==> src/fspc_pkg.sv <==
// Constants and types shared by the flash self-programming controller.
package fspc_pkg;

    // ------------------------------------------------------------------
    // Control/status bit positions and reset value
    // ------------------------------------------------------------------
    localparam int BIT_IRQ_EN = 7;
    localparam int BIT_LIVE_BUSY = 6;
    localparam int BIT_READ_EN = 4;
    localparam int BIT_LOCK_SET = 3;
    localparam int BIT_PG_WRITE = 2;
    localparam int BIT_PG_ERASE = 1;
    localparam int BIT_SPM_EN = 0;
    localparam logic [7:0] CTRL_RESET = 8'h00;

    // ------------------------------------------------------------------
    // Command patterns in control bits 4:0
    // ------------------------------------------------------------------
    localparam logic [4:0] CMD_FILL = 5'h01;
    localparam logic [4:0] CMD_ERASE = 5'h03;
    localparam logic [4:0] CMD_WRITE = 5'h05;
    localparam logic [4:0] CMD_LOCK = 5'h09;
    localparam logic [4:0] CMD_READ_EN = 5'h11;

    // ------------------------------------------------------------------
    // Timed-sequence windows, in CPU cycles after the control write
    // ------------------------------------------------------------------
    localparam logic [2:0] STORE_WINDOW = 3'h4;
    localparam logic [2:0] LOAD_WINDOW = 3'h3;

    // ------------------------------------------------------------------
    // Pointer codes for fuse and lock reads
    // ------------------------------------------------------------------
    localparam logic [15:0] PTR_FUSE_LOW = 16'h0000;
    localparam logic [15:0] PTR_LOCK = 16'h0001;
    localparam logic [15:0] PTR_FUSE_EXT = 16'h0002;
    localparam logic [15:0] PTR_FUSE_HIGH = 16'h0003;
    localparam logic [7:0] LOCK_RD_UNUSED = 8'hC0;
    localparam logic [7:0] LOCK_WR_KEEP = 8'hC3;

    // ------------------------------------------------------------------
    // Flash geometry
    // ------------------------------------------------------------------
    localparam int WORD_BITS = 7;
    localparam int PAGE_BITS = 9;
    localparam int BUF_DEPTH = 128;
    localparam logic [8:0] HALT_FIRST_PAGE = 9'h1E0;
    localparam logic [6:0] LAST_WORD = 7'h7F;
    localparam logic [15:0] BLANK_WORD = 16'hFFFF;

    // ------------------------------------------------------------------
    // Programming time at a 10 ns clock
    // ------------------------------------------------------------------
    localparam int CLK_NS = 10;
    localparam int PROG_MIN_NS = 3700000;
    localparam int PROG_MAX_NS = 4500000;
    localparam int PROG_CYCLES = (PROG_MIN_NS + CLK_NS - 1) / CLK_NS;
    localparam int PROG_MAX_CYCLES = PROG_MAX_NS / CLK_NS;
    localparam int TIMER_W = 20;

    typedef enum logic [1:0] {PH_IDLE, PH_STREAM, PH_TIMED} fspc_phase_e;
    typedef enum logic [1:0] {OP_NONE, OP_ERASE, OP_WRITE, OP_LOCK} fspc_op_e;

endpackage

==> src/fspc_flash_ctrl.sv <==
// Flash self-programming controller: timed commands, page buffer, status.
`timescale 1ns/10ps
`default_nettype none

module fspc_flash_ctrl #(
    parameter int PROG_CYCLES = fspc_pkg::PROG_CYCLES
) (
    input wire logic sys_clk,
    input wire logic rst,
    input wire logic ctrl_wr,
    input wire logic [7:0] ctrl_wdata,
    input wire logic store_program_op,
    input wire logic load_program_op,
    input wire logic [15:0] pointer_z,
    input wire logic page_extension_reg,
    input wire logic [15:0] data_word_pair,
    input wire logic eeprom_write_busy,
    input wire logic global_irq_enable,
    input wire logic [7:0] lock_byte_in,
    input wire logic [7:0] fuse_low_byte,
    input wire logic [7:0] fuse_high_byte,
    input wire logic [7:0] fuse_extended_byte,
    output logic [7:0] store_prog_ctrl_status,
    output logic spm_ready_irq,
    output logic cpu_stall,
    output logic live_read_block,
    output logic load_data_valid,
    output logic [7:0] load_data,
    output logic op_refused,
    output logic flash_erase_stb,
    output logic flash_prog_stb,
    output logic [15:0] flash_addr,
    output logic [15:0] flash_data,
    output logic lock_prog_stb,
    output logic [7:0] lock_prog_data
);

    localparam int TW = fspc_pkg::TIMER_W;

    typedef struct packed {
        logic [7:0] ctrl;
        logic [2:0] arm;
        fspc_pkg::fspc_phase_e phase;
        fspc_pkg::fspc_op_e op;
        logic [8:0] page;
        logic halt_tgt;
        logic [6:0] widx;
        logic [127:0] valid;
        logic irq;
        logic stall;
        logic rd_block;
        logic ld_valid;
        logic [7:0] ld_data;
        logic refused;
        logic erase_stb;
        logic prog_stb;
        logic [15:0] faddr;
        logic [15:0] fdata;
        logic lock_stb;
        logic [7:0] lock_data;
    } fspc_state_s;

    fspc_state_s q;
    fspc_state_s d;

    logic [15:0] buf_mem [0:fspc_pkg::BUF_DEPTH-1];
    logic buf_we;
    logic [6:0] buf_waddr;
    logic [15:0] buf_wdata;
    logic tmr_start;
    logic tmr_clear;
    logic tmr_done;
    logic [4:0] cmd;
    logic op_busy;
    logic [6:0] ptr_word;
    logic [8:0] ptr_page;
    logic [15:0] stream_word;
    logic rst_all;

    assign cmd = q.ctrl[4:0];
    assign op_busy = (q.phase != fspc_pkg::PH_IDLE);
    assign ptr_word = pointer_z[7:1];
    assign ptr_page = {page_extension_reg, pointer_z[15:8]};
    assign stream_word = q.valid[q.widx] ? buf_mem[q.widx] : fspc_pkg::BLANK_WORD;

    // ------------------------------------------------------------------
    // Next-state logic
    // ------------------------------------------------------------------

    // One pass computes the whole next state; pulses default low.
    always_comb begin
        d = q;
        d.ld_valid = 1'b0;
        d.refused = 1'b0;
        d.erase_stb = 1'b0;
        d.prog_stb = 1'b0;
        d.lock_stb = 1'b0;
        buf_we = 1'b0;
        buf_waddr = ptr_word;
        buf_wdata = data_word_pair;
        tmr_start = 1'b0;

        // The window closes one step per cycle.
        if (q.arm != 3'h0) begin
            d.arm = q.arm - 3'h1;
        end
        if (q.arm == 3'h1 && !op_busy && !store_program_op) begin
            d.ctrl[4:0] = 5'h00;
        end

        if (ctrl_wr && !op_busy) begin
            d.ctrl[fspc_pkg::BIT_IRQ_EN] = ctrl_wdata[fspc_pkg::BIT_IRQ_EN];
            d.ctrl[4:0] = ctrl_wdata[4:0];
            d.arm = ctrl_wdata[fspc_pkg::BIT_SPM_EN] ? fspc_pkg::STORE_WINDOW : 3'h0;
            // read enable restores the live section
            if (ctrl_wdata[4:0] == fspc_pkg::CMD_READ_EN) begin
                d.ctrl[fspc_pkg::BIT_LIVE_BUSY] = 1'b0;
                d.valid = '0;
            end
        end else if (store_program_op && q.arm != 3'h0 && q.ctrl[fspc_pkg::BIT_SPM_EN]) begin
            d.arm = 3'h0;
            if (eeprom_write_busy) begin
                d.refused = 1'b1;
                d.ctrl[4:0] = 5'h00;
            end else begin
                case (cmd)
                    fspc_pkg::CMD_ERASE: begin
                        d.op = fspc_pkg::OP_ERASE;
                        d.phase = fspc_pkg::PH_TIMED;
                        d.page = ptr_page;
                        d.halt_tgt = (ptr_page >= fspc_pkg::HALT_FIRST_PAGE);
                        d.faddr = {ptr_page, 7'h00};
                        d.erase_stb = 1'b1;
                        tmr_start = 1'b1;
                        d.ctrl[fspc_pkg::BIT_LIVE_BUSY] =
                            (ptr_page < fspc_pkg::HALT_FIRST_PAGE);
                    end
                    fspc_pkg::CMD_FILL: begin
                        // store word; a second load is dropped
                        if (!q.valid[ptr_word]) begin
                            buf_we = 1'b1;
                            d.valid[ptr_word] = 1'b1;
                        end
                        d.ctrl[fspc_pkg::BIT_LIVE_BUSY] = 1'b0;
                        d.ctrl[4:0] = 5'h00;
                    end
                    fspc_pkg::CMD_WRITE: begin
                        // stream the buffer into the page
                        d.op = fspc_pkg::OP_WRITE;
                        d.phase = fspc_pkg::PH_STREAM;
                        d.page = ptr_page;
                        d.halt_tgt = (ptr_page >= fspc_pkg::HALT_FIRST_PAGE);
                        d.widx = 7'h00;
                        d.ctrl[fspc_pkg::BIT_LIVE_BUSY] =
                            (ptr_page < fspc_pkg::HALT_FIRST_PAGE);
                    end
                    fspc_pkg::CMD_LOCK: begin
                        // only bits 5:2 can be programmed
                        d.op = fspc_pkg::OP_LOCK;
                        d.phase = fspc_pkg::PH_TIMED;
                        d.halt_tgt = 1'b0;
                        d.lock_stb = 1'b1;
                        d.lock_data = data_word_pair[7:0] | fspc_pkg::LOCK_WR_KEEP;
                        tmr_start = 1'b1;
                    end
                    default: begin
                        d.ctrl[4:0] = 5'h00;
                    end
                endcase
            end
        end else if (load_program_op && q.arm > (fspc_pkg::STORE_WINDOW - fspc_pkg::LOAD_WINDOW)
                     && q.ctrl[fspc_pkg::BIT_SPM_EN] && q.ctrl[fspc_pkg::BIT_LOCK_SET]) begin
            // a timed read ends the sequence
            d.arm = 3'h0;
            d.ctrl[4:0] = 5'h00;
            if (eeprom_write_busy) begin
                d.refused = 1'b1;
            end else begin
                d.ld_valid = 1'b1;
                // pointer selects the byte; passed through uninverted, lock bits 7:6 read as one
                case (pointer_z)
                    fspc_pkg::PTR_FUSE_LOW: d.ld_data = fuse_low_byte;
                    fspc_pkg::PTR_LOCK: d.ld_data = lock_byte_in | fspc_pkg::LOCK_RD_UNUSED;
                    fspc_pkg::PTR_FUSE_EXT: d.ld_data = fuse_extended_byte;
                    fspc_pkg::PTR_FUSE_HIGH: d.ld_data = fuse_high_byte;
                    default: d.ld_data = 8'hFF;
                endcase
            end
        end

        // Write streaming: one buffer word per cycle, then the timed phase.
        if (q.phase == fspc_pkg::PH_STREAM) begin
            d.prog_stb = 1'b1;
            d.faddr = {q.page[8:0], q.widx};
            d.fdata = stream_word;
            d.widx = q.widx + 7'h01;
            if (q.widx == fspc_pkg::LAST_WORD) begin
                d.phase = fspc_pkg::PH_TIMED;
                tmr_start = 1'b1;
            end
        end

        if (q.phase == fspc_pkg::PH_TIMED && tmr_done) begin
            d.phase = fspc_pkg::PH_IDLE;
            d.ctrl[4:0] = 5'h00;
            if (q.op == fspc_pkg::OP_WRITE) begin
                d.valid = '0;
            end
            d.op = fspc_pkg::OP_NONE;
        end

        if (eeprom_write_busy) begin
            d.valid = '0;
        end

        // reset spares a running operation
        // An unknown phase at power-up falls to the default and is fully reset.
        case (q.phase)
            fspc_pkg::PH_STREAM: rst_all = 1'b0;
            fspc_pkg::PH_TIMED: rst_all = tmr_done;
            default: rst_all = 1'b1;
        endcase
        if (rst) begin
            d.ctrl[fspc_pkg::BIT_IRQ_EN] = 1'b0;
            // A streaming write still needs its words; its end empties the buffer.
            if (q.phase != fspc_pkg::PH_STREAM) begin
                d.valid = '0;
            end
            d.refused = 1'b0;
            d.ld_valid = 1'b0;
            d.ld_data = 8'h00;
            d.arm = 3'h0;
            if (rst_all) begin
                d = '0;
                d.ctrl = fspc_pkg::CTRL_RESET;
                d.phase = fspc_pkg::PH_IDLE;
                d.op = fspc_pkg::OP_NONE;
                tmr_start = 1'b0;
            end
        end

        // stall only for halting-section erase or write
        d.stall = (d.phase != fspc_pkg::PH_IDLE) && d.halt_tgt
                  && (d.op != fspc_pkg::OP_LOCK);
        // reads stay blocked while the busy flag stands
        d.rd_block = d.ctrl[fspc_pkg::BIT_LIVE_BUSY];
        // level interrupt while the enable bit is clear
        d.irq = d.ctrl[fspc_pkg::BIT_IRQ_EN] && global_irq_enable
                && !d.ctrl[fspc_pkg::BIT_SPM_EN];
    end

    // ------------------------------------------------------------------
    // Registers, buffer and timer
    // ------------------------------------------------------------------

    // All control state in one register; reset is folded into d.
    always_ff @(posedge sys_clk) begin
        q <= d;
    end

    // Buffer data has no reset; the valid map decides what is real.
    always_ff @(posedge sys_clk) begin
        if (buf_we) begin
            buf_mem[buf_waddr] <= buf_wdata;
        end
    end

    // The timer keeps counting through reset so a write is never cut short.
    assign tmr_clear = rst && !op_busy;

    fspc_prog_timer #(
        .W(TW)
    ) u_timer (
        .sys_clk(sys_clk),
        .clear(tmr_clear),
        .start(tmr_start),
        .load(TW'(PROG_CYCLES)),
        .done(tmr_done),
        .running()
    );

    assign store_prog_ctrl_status = q.ctrl;
    assign spm_ready_irq = q.irq;
    assign cpu_stall = q.stall;
    assign live_read_block = q.rd_block;
    assign load_data_valid = q.ld_valid;
    assign load_data = q.ld_data;
    assign op_refused = q.refused;
    assign flash_erase_stb = q.erase_stb;
    assign flash_prog_stb = q.prog_stb;
    assign flash_addr = q.faddr;
    assign flash_data = q.fdata;
    assign lock_prog_stb = q.lock_stb;
    assign lock_prog_data = q.lock_data;
endmodule

`default_nettype wire

==> src/fspc_prog_timer.sv <==
// Down-counter that times one flash programming operation.
`timescale 1ns/10ps
`default_nettype none

module fspc_prog_timer #(
    parameter int W = 20
) (
    input wire logic sys_clk,
    input wire logic clear,
    input wire logic start,
    input wire logic [W-1:0] load,
    output logic done,
    output logic running
);

    typedef struct packed {
        logic [W-1:0] cnt;
        logic run;
    } fspc_tmr_s;

    fspc_tmr_s q;
    fspc_tmr_s d;

    // Count down; clear is withheld by the owner while a write runs.
    always_comb begin
        d = q;
        if (clear) begin
            d.cnt = '0;
            d.run = 1'b0;
        end else if (start) begin
            d.cnt = load;
            d.run = 1'b1;
        end else if (q.run) begin
            d.cnt = q.cnt - 1'b1;
            if (q.cnt == {{(W-1){1'b0}}, 1'b1}) begin
                d.run = 1'b0;
            end
        end
    end

    // State register.
    always_ff @(posedge sys_clk) begin
        q <= d;
    end

    assign done = q.run && (q.cnt == {{(W-1){1'b0}}, 1'b1});
    assign running = q.run;

endmodule

`default_nettype wire

==> config.mk <==
export PLATFORM = sky130hd
export DESIGN_NAME = fspc_flash_ctrl
export DESIGN_NICKNAME = d
export VERILOG_FILES = /design/src/fspc_pkg.sv /design/src/fspc_flash_ctrl.sv /design/src/fspc_prog_timer.sv
export SDC_FILE = /design/constraint.sdc
export NUM_CORES = 2
export LEC_CHECK = 0
export BUFFER_PORTS_ARGS = -buffer_cell sky130_fd_sc_hd__buf_4
export CORE_AREA = 2 2 595 420
export DETAILED_ROUTE_END_ITERATION = 8
export DIE_AREA = 0 0 597 422
export PLACE_DENSITY_LB_ADDON = 0.1
export SYNTH_ARGS = -nofsm -noshare
export SYNTH_HDL_FRONTEND = slang
export SYNTH_SLANG_ARGS = --single-unit
==> constraint.sdc <==
create_clock -name sys_clk -period 6.3 [get_ports sys_clk]
set_input_delay 1.26 -clock sys_clk [delete_from_list [all_inputs] [get_ports sys_clk]]
set_output_delay 1.26 -clock sys_clk [all_outputs]
set_load 0.05 [all_outputs]
== After elaboration in Yosys (flattened, before gate mapping) ==
Memory sizes are Yosys's and may differ from the RTL's. A register that Yosys moved wholly into a read port is not among the register bits.
Index checks and enable logic that the tools add are counted.

* Memories: 1
* Register bits: 236
* Memory bits (writable): 2048
* Output and inout port bits: 64
* Bits of input ports: 80
* Logic and storage cells: 165

{| class="wikitable"
|+ Memory list
! name !! depth !! bits a word !! read ports !! clocked after Yosys merged registers in !! wr ports !! line !! text
|-
| buf_mem || 128 || 16 || 1 || 1 || 1 || fspc_flash_ctrl.sv:66 || <nowiki>logic [15:0] buf_mem [0:fspc_pkg::BUF_DEPTH-1];</nowiki>
|}

* Mux-type cells: 81
* Bitwise operators: 1
* Add/sub/neg operators: 3
* Reduce and logical (&&, ||, !) cells: 31
* Equal/unequal tests: 19
* Magnitude comparators: 6

{| class="wikitable"
|+ Operator list
! kind !! count
|-
| $mux 128 || 8
|-
| $mux 149 || 2
|-
| $mux 216 || 1
|-
| $mux 215 || 1
|-
| $or 128x128->128 || 1
|-
| $mux 16 || 5
|-
| $mux 9 || 7
|-
| $mux 20 || 2
|-
| $mux 33 || 1
|-
| $eq 16x2->1 const B || 2
|-
| $pmux 8 s4 || 1
|-
| $mux 1 || 29
|-
| $mux 8 || 3
|-
| $mux 21 || 1
|-
| $eq 20x1->1 const B || 1
|-
| $mux 5 || 4
|-
| $sub 20x1->20 const B || 1
|-
| $eq 16x1->1 const B || 1
|-
| $logic_and 1x1->1 || 16
|-
| $logic_not 16->1 || 1
|-
| $lt 7x8->1 const B || 2
|-
| $bmux 1 s7 || 2
|-
| $mux 7 || 2
|-
| $pmux 4 s3 || 1
|-
| 31 further kinds || 46
|}

== Depth between registers and ports, before layout ==
* Depth in word-level cells: 19
* Gate-level depth with buffers: 13
* Depth with buffers taken out: 9

== Modules after synthesis ==
A second synthesis with hierarchy kept.

* Cell total of the unflattened synthesis: 5079
* Area total of the unflattened synthesis: 90790.8 µm²

{| class="wikitable"
|+ Modules (own cells, without submodules)
! module !! times used !! seq. area each (µm²) !! cells an instance !! area an instance (µm²)
|-
| fspc_flash_ctrl || 1 || 65893.2 || 4934 || 89572.2
|-
| fspc_prog_timer || 1 || 420.4 || 145 || 1218.7
|}

== Worst setup path after synthesis ==
Ideal clock, no wire load.

* Path type: in2reg
* From: input port pointer_z[2]
* To: memory buf_mem[65][0], enable pin
* Arrival time: 4.903 ns
* Cell stages on the path: 11
* Required time: 5.870 ns
* Library setup time: 0.430 ns
* Slack: 0.967 ns
* Path buffers: 4
* Cell sequence: buf_2 -> buf_4 -> buf_2 -> mux2i_1 -> nand3_1 -> a32oi_1 -> o22ai_1 -> nor3_1 -> nand2_2 -> clkbuf_1 -> nor4_1

* Word-level cells in the longest chain between the ends: 9

{| class="wikitable"
|+ RTL lines
! item !! line !! text
|-
| start: declaration || fspc_flash_ctrl.sv:14 || <nowiki>input wire logic [15:0] pointer_z,</nowiki>
|-
| $bmux 1 s7 || fspc_flash_ctrl.sv:140 || <nowiki>if (!q.valid[ptr_word]) begin</nowiki>
|-
| $mux 1 (implied by the code) || fspc_flash_ctrl.sv:140 ||
|-
| $mux 1 || fspc_flash_ctrl.sv:140 ||
|-
| $mux 1 || fspc_flash_ctrl.sv:126 || <nowiki>case (cmd)</nowiki>
|-
| $mux 1 || fspc_flash_ctrl.sv:122 || <nowiki>if (eeprom_write_busy) begin</nowiki>
|-
| $mux 1 || fspc_flash_ctrl.sv:120 || <nowiki>end else if (store_program_op && q.arm != 3'h0 && q.ctrl[fspc_pkg::BIT_SPM_EN]) begin</nowiki>
|-
| $mux 1 || fspc_flash_ctrl.sv:111 || <nowiki>if (ctrl_wr && !op_busy) begin</nowiki>
|-
| $mux 1 || fspc_flash_ctrl.sv:263 || <nowiki>if (buf_we) begin</nowiki>
|-
| $mux 1 (implied by the code) || fspc_flash_ctrl.sv:264 || <nowiki>buf_mem[buf_waddr] <= buf_wdata;</nowiki>
|-
| end: declaration || fspc_flash_ctrl.sv:66 ||
|}

Several ways; a longest one is shown, not always the timed one. The select of a mux whose other input is x is not followed.

== Worst setup path in the final report ==
* From: input port pointer_z[2]
* To: memory buf_mem[57][6], enable pin

Same word-level chain as after synthesis.

==> impl_metrics.py <==
metrics = {
    "worst_setup_path": {
        "rrSetupSlack_ns": 1.84,
        "crit_type": "in2reg",
        "cp_cell_sequence": "buf_4, buf_4, mux4_2, mux2i_1, nor2_1, nor4_1, nand3_4, buf_12, nor3_2, buf_4",
        "start_kind": "primary input",
        "cp_max_fo": 83,
        "crit_required_ns": 6.89,
        "max_stage_delay_ns": 0.66,
        "crit_arrival_ns": 5.06,
        "end_kind": "register",
        "crit_top_cell": "buf_4",
        "critical-path-slowest-cell": "nor3_2",
    },
    "timing": {
        "hold_slack_ns": 0.459,
        "timing.fmax_ghz": 0.224,
        "rsz0062_at_grt": "no",
        "finalHoldViolCount": 0,
        "slew_headroom": 0.0934,
        "slew_viol_final": 0,
        "worst_slew_pin_slew_ns": 1.36,
        "setup_viol": 0,
        "clock_skew_ns": 0.0455,
        "period_minus_slack_ns": 4.47,
        "layout_worst_path_cycle_share": 0.710,
        "setup_tns_ns": 0,
    },
    "synthesis": {
        "syn_nets": 5350,
        "syn-cell-area_mm2": 0.0907,
        "synth_edf_count": 2059,
        "yosysMostFrequentCell": "edfxtp_1",
        "synth.top_cell.area_share": 0.681,
        "synth.top_cells.by_count": "edfxtp_1 (2059), mux2i_1 (604), mux4_2 (273), nand2_1 (256), dfxtp_1 (224)",
        "synthArstFlopShare": 0,
        "synth_cells": 5264,
        "synth_warnings": 0,
        "yosysSeqAreaShare": 0.731,
        "ys_types": 70,
        "netlist_top_cells_area": "edfxtp_1 (68%), mux4_2 (6.8%), mux2i_1 (6.7%), dfxtp_1 (4.9%), a22oi_1 (1.3%)",
        "avgSynthCellArea_um2": 17.2,
        "ys.flop_type": "edfxtp_1",
        "yosys.area.top_type": "edfxtp_1",
        "synth-seq-cells": 2283,
    },
    "routing": {
        "drt-total-wl_um": 278000,
        "wl_met1_um": 134000,
        "vias_per_cell": 5.64,
        "top_layer_used": "met4",
        "wl_met3_um": 18200,
        "wl_met2_um": 121000,
        "firstDrtPassIters": 5,
        "drtIter0Drc": 5593,
        "ant_nets": 0,
        "drc": 0,
        "vias": 50488,
        "wl_per_cell_um": 31.1,
    },
    "floorplan": {
        "die_width_um": 597,
        "core_mm2": 0.247,
        "rows": 153,
        "initial_core_util": 0.368,
        "ios": 144,
        "die_h_um": 422,
        "die_area_mm2": 0.252,
    },
    "cells_and_area": {
        "fillers": 21953,
        "syn2layout_area_growth_pct": 14.6,
        "multiInputGateArea_mm2": 0.0231,
        "drive_gt1_frac": 0.208,
        "seq_area_mm2": 0.0663,
        "fin_nets": 5583,
    },
    "power_and_ir_drop": {
        "max-vdd-ir-drop_mv": 0.234,
        "p_leak_nw": 31.0,
        "powerDensity_mw_per_mm2": 292,
    },
    "cts": {
        "clockBufferDepth": 4,
        "cts.clk_slew.worst_paths_ns": 0.06,
        "clock_latency_ns": 0.90,
        "cts_resized": 0,
        "cts_root_buf": "clkbuf_16",
        "cts_setup_buffers": 0,
        "htreeDepth": 4,
        "clock_sinks": 2283,
        "cts_hold_buf": 0,
        "cts_inserted_buffers": 231,
        "cts_tree": "built",
    },
    "global_routing": {
        "overflow": 0,
        "grt_use_total": 0.216,
        "grt_antenna_before_repair": 18,
        "grt_pass1_wl_um": 386000,
        "grt_max_degree": 129,
        "grt_pass1_vias": 48175,
    },
    "placement": {
        "port_buffers": 138,
        "gp_congestion": 0.810,
        "dp_hpwl_um": 170000,
    },
    "worst_hold_path": {
        "hp-class": "reg2reg",
    },
    "run": {
        "drv_cap": 0,
    },
    "status": {
        "status": "finished clean",
    },
}
## layout make-up
type / instances / area share
diodes: 13 / 0.000313
well taps: 3255 / 0.0392
multi-input cells: 2546 / 0.222
clock inverters: 92 / 0.00718
inverters: 16 / 0.000577
flip-flops and latches: 2283 / 0.638
clock buffers: 325 / 0.0605
repair buffers: 419 / 0.0322
## stage by stage
| step | setup slack (ns) | instances | instance area (µm²) | total power, W | util |
|---|---|---|---|---|---|
| 2_1_floorplan | 0.967 | 5264 | 90700 | 0.0170 | - |
| 3_3_place_gp | 1.14 | 8519 | 96900 | 0.0175 | 0.393 |
| 3_5_place_dp | 1.06 | 8519 | 96900 | 0.0175 | 0.393 |
| 4_1_cts | 1.85 | 8936 | 104000 | 0.0307 | 0.422 |
| 5_1_grt | 1.68 | 8936 | 104000 | 0.0313 | 0.422 |
| 6_report | 1.83 | 8949 | 104000 | 0.0303 | 0.422 |
## state kept, by name, indices dropped and copies added (netlist names)
name	flops
q	152
cpu_stall	1
store_prog_ctrl_status	7
flash_prog_stb	1
op_refused	1
spm_ready_irq	1
lock_prog_data	8
load_data_valid	1
flash_erase_stb	1
u_timer.running	1
u_timer.q	20
load_data	8
flash_addr	16
buf_mem	2048
flash_data	16
lock_prog_stb	1
## worst max-delay path: cells and delay by family
family        cells  cell delay, ns
simple gates      4            1.47
buf+inv           4            1.32
mux               2            0.66
## cells in the final DEF (no fill, tap or decap), drive strengths merged, types with 11 or more instances in the layout
cell type  count
a211oi       145
a21oi         47
a221o         18
a221oi        80
a22o          17
a22oi        158
and2          12
buf          419
bufinv        11
clkbuf       325
clkinv        75
dfxtp        224
diode         13
edfxtp      2059
inv           18
mux2          19
mux2i        604
mux4         273
nand2        257
nand2b        14
nand3         87
nand4         12
nor2         116
nor2b         18
nor3          98
nor4          64
o211ai        21
o21ai        179
o22ai        133
o31ai         16
or3           40
or4           31
xnor2         16
## metal layers
layer | track usage | up-vias
met2 | 0.315 | 1651
li1 | - | 21811
met5 | 0 | -
met1 | 0.342 | 26729
met4 | 0.0385 | 0
met3 | 0.0336 | 297
## path summary, 6_finish.rpt
| check | from | endpoint | depth (start not counted) |
|---|---|---|---|
| max | pointer_z[2] | buf_mem[57][6] | 10 |
| min | q[89] | q[89] | 2 |
| max reg2reg | q[185] | flash_data[7] | 7 |
| min reg2reg | q[89] | q[89] | 2 |
## cell families after synthesis
kind of cell | count (synthesis) | synth area share
flops | 2283 | 0.731
mux | 896 | 0.137
compound gates | 851 | 0.0646
simple gates | 771 | 0.0413
buf+inv | 435 | 0.0237
xor+xnor | 21 | 0.00203
fa+ha+maj | 6 | 0.000827
other cells | 1 | 0.0000413
## report_power, final
part / total, W / leakage (nW) / switching, W / internal, W
Sequential: 0.0165 / 20.3 / 0.0000108 / 0.0165
Clock: 0.0132 / 3.44 / 0.00583 / 0.00737
Combinational: 0.000635 / 7.21 / 0.000526 / 0.000109
Total: 0.0303 / 31.0 / 0.00637 / 0.0240
No activity file was read; power rests on OpenSTA's default activity.
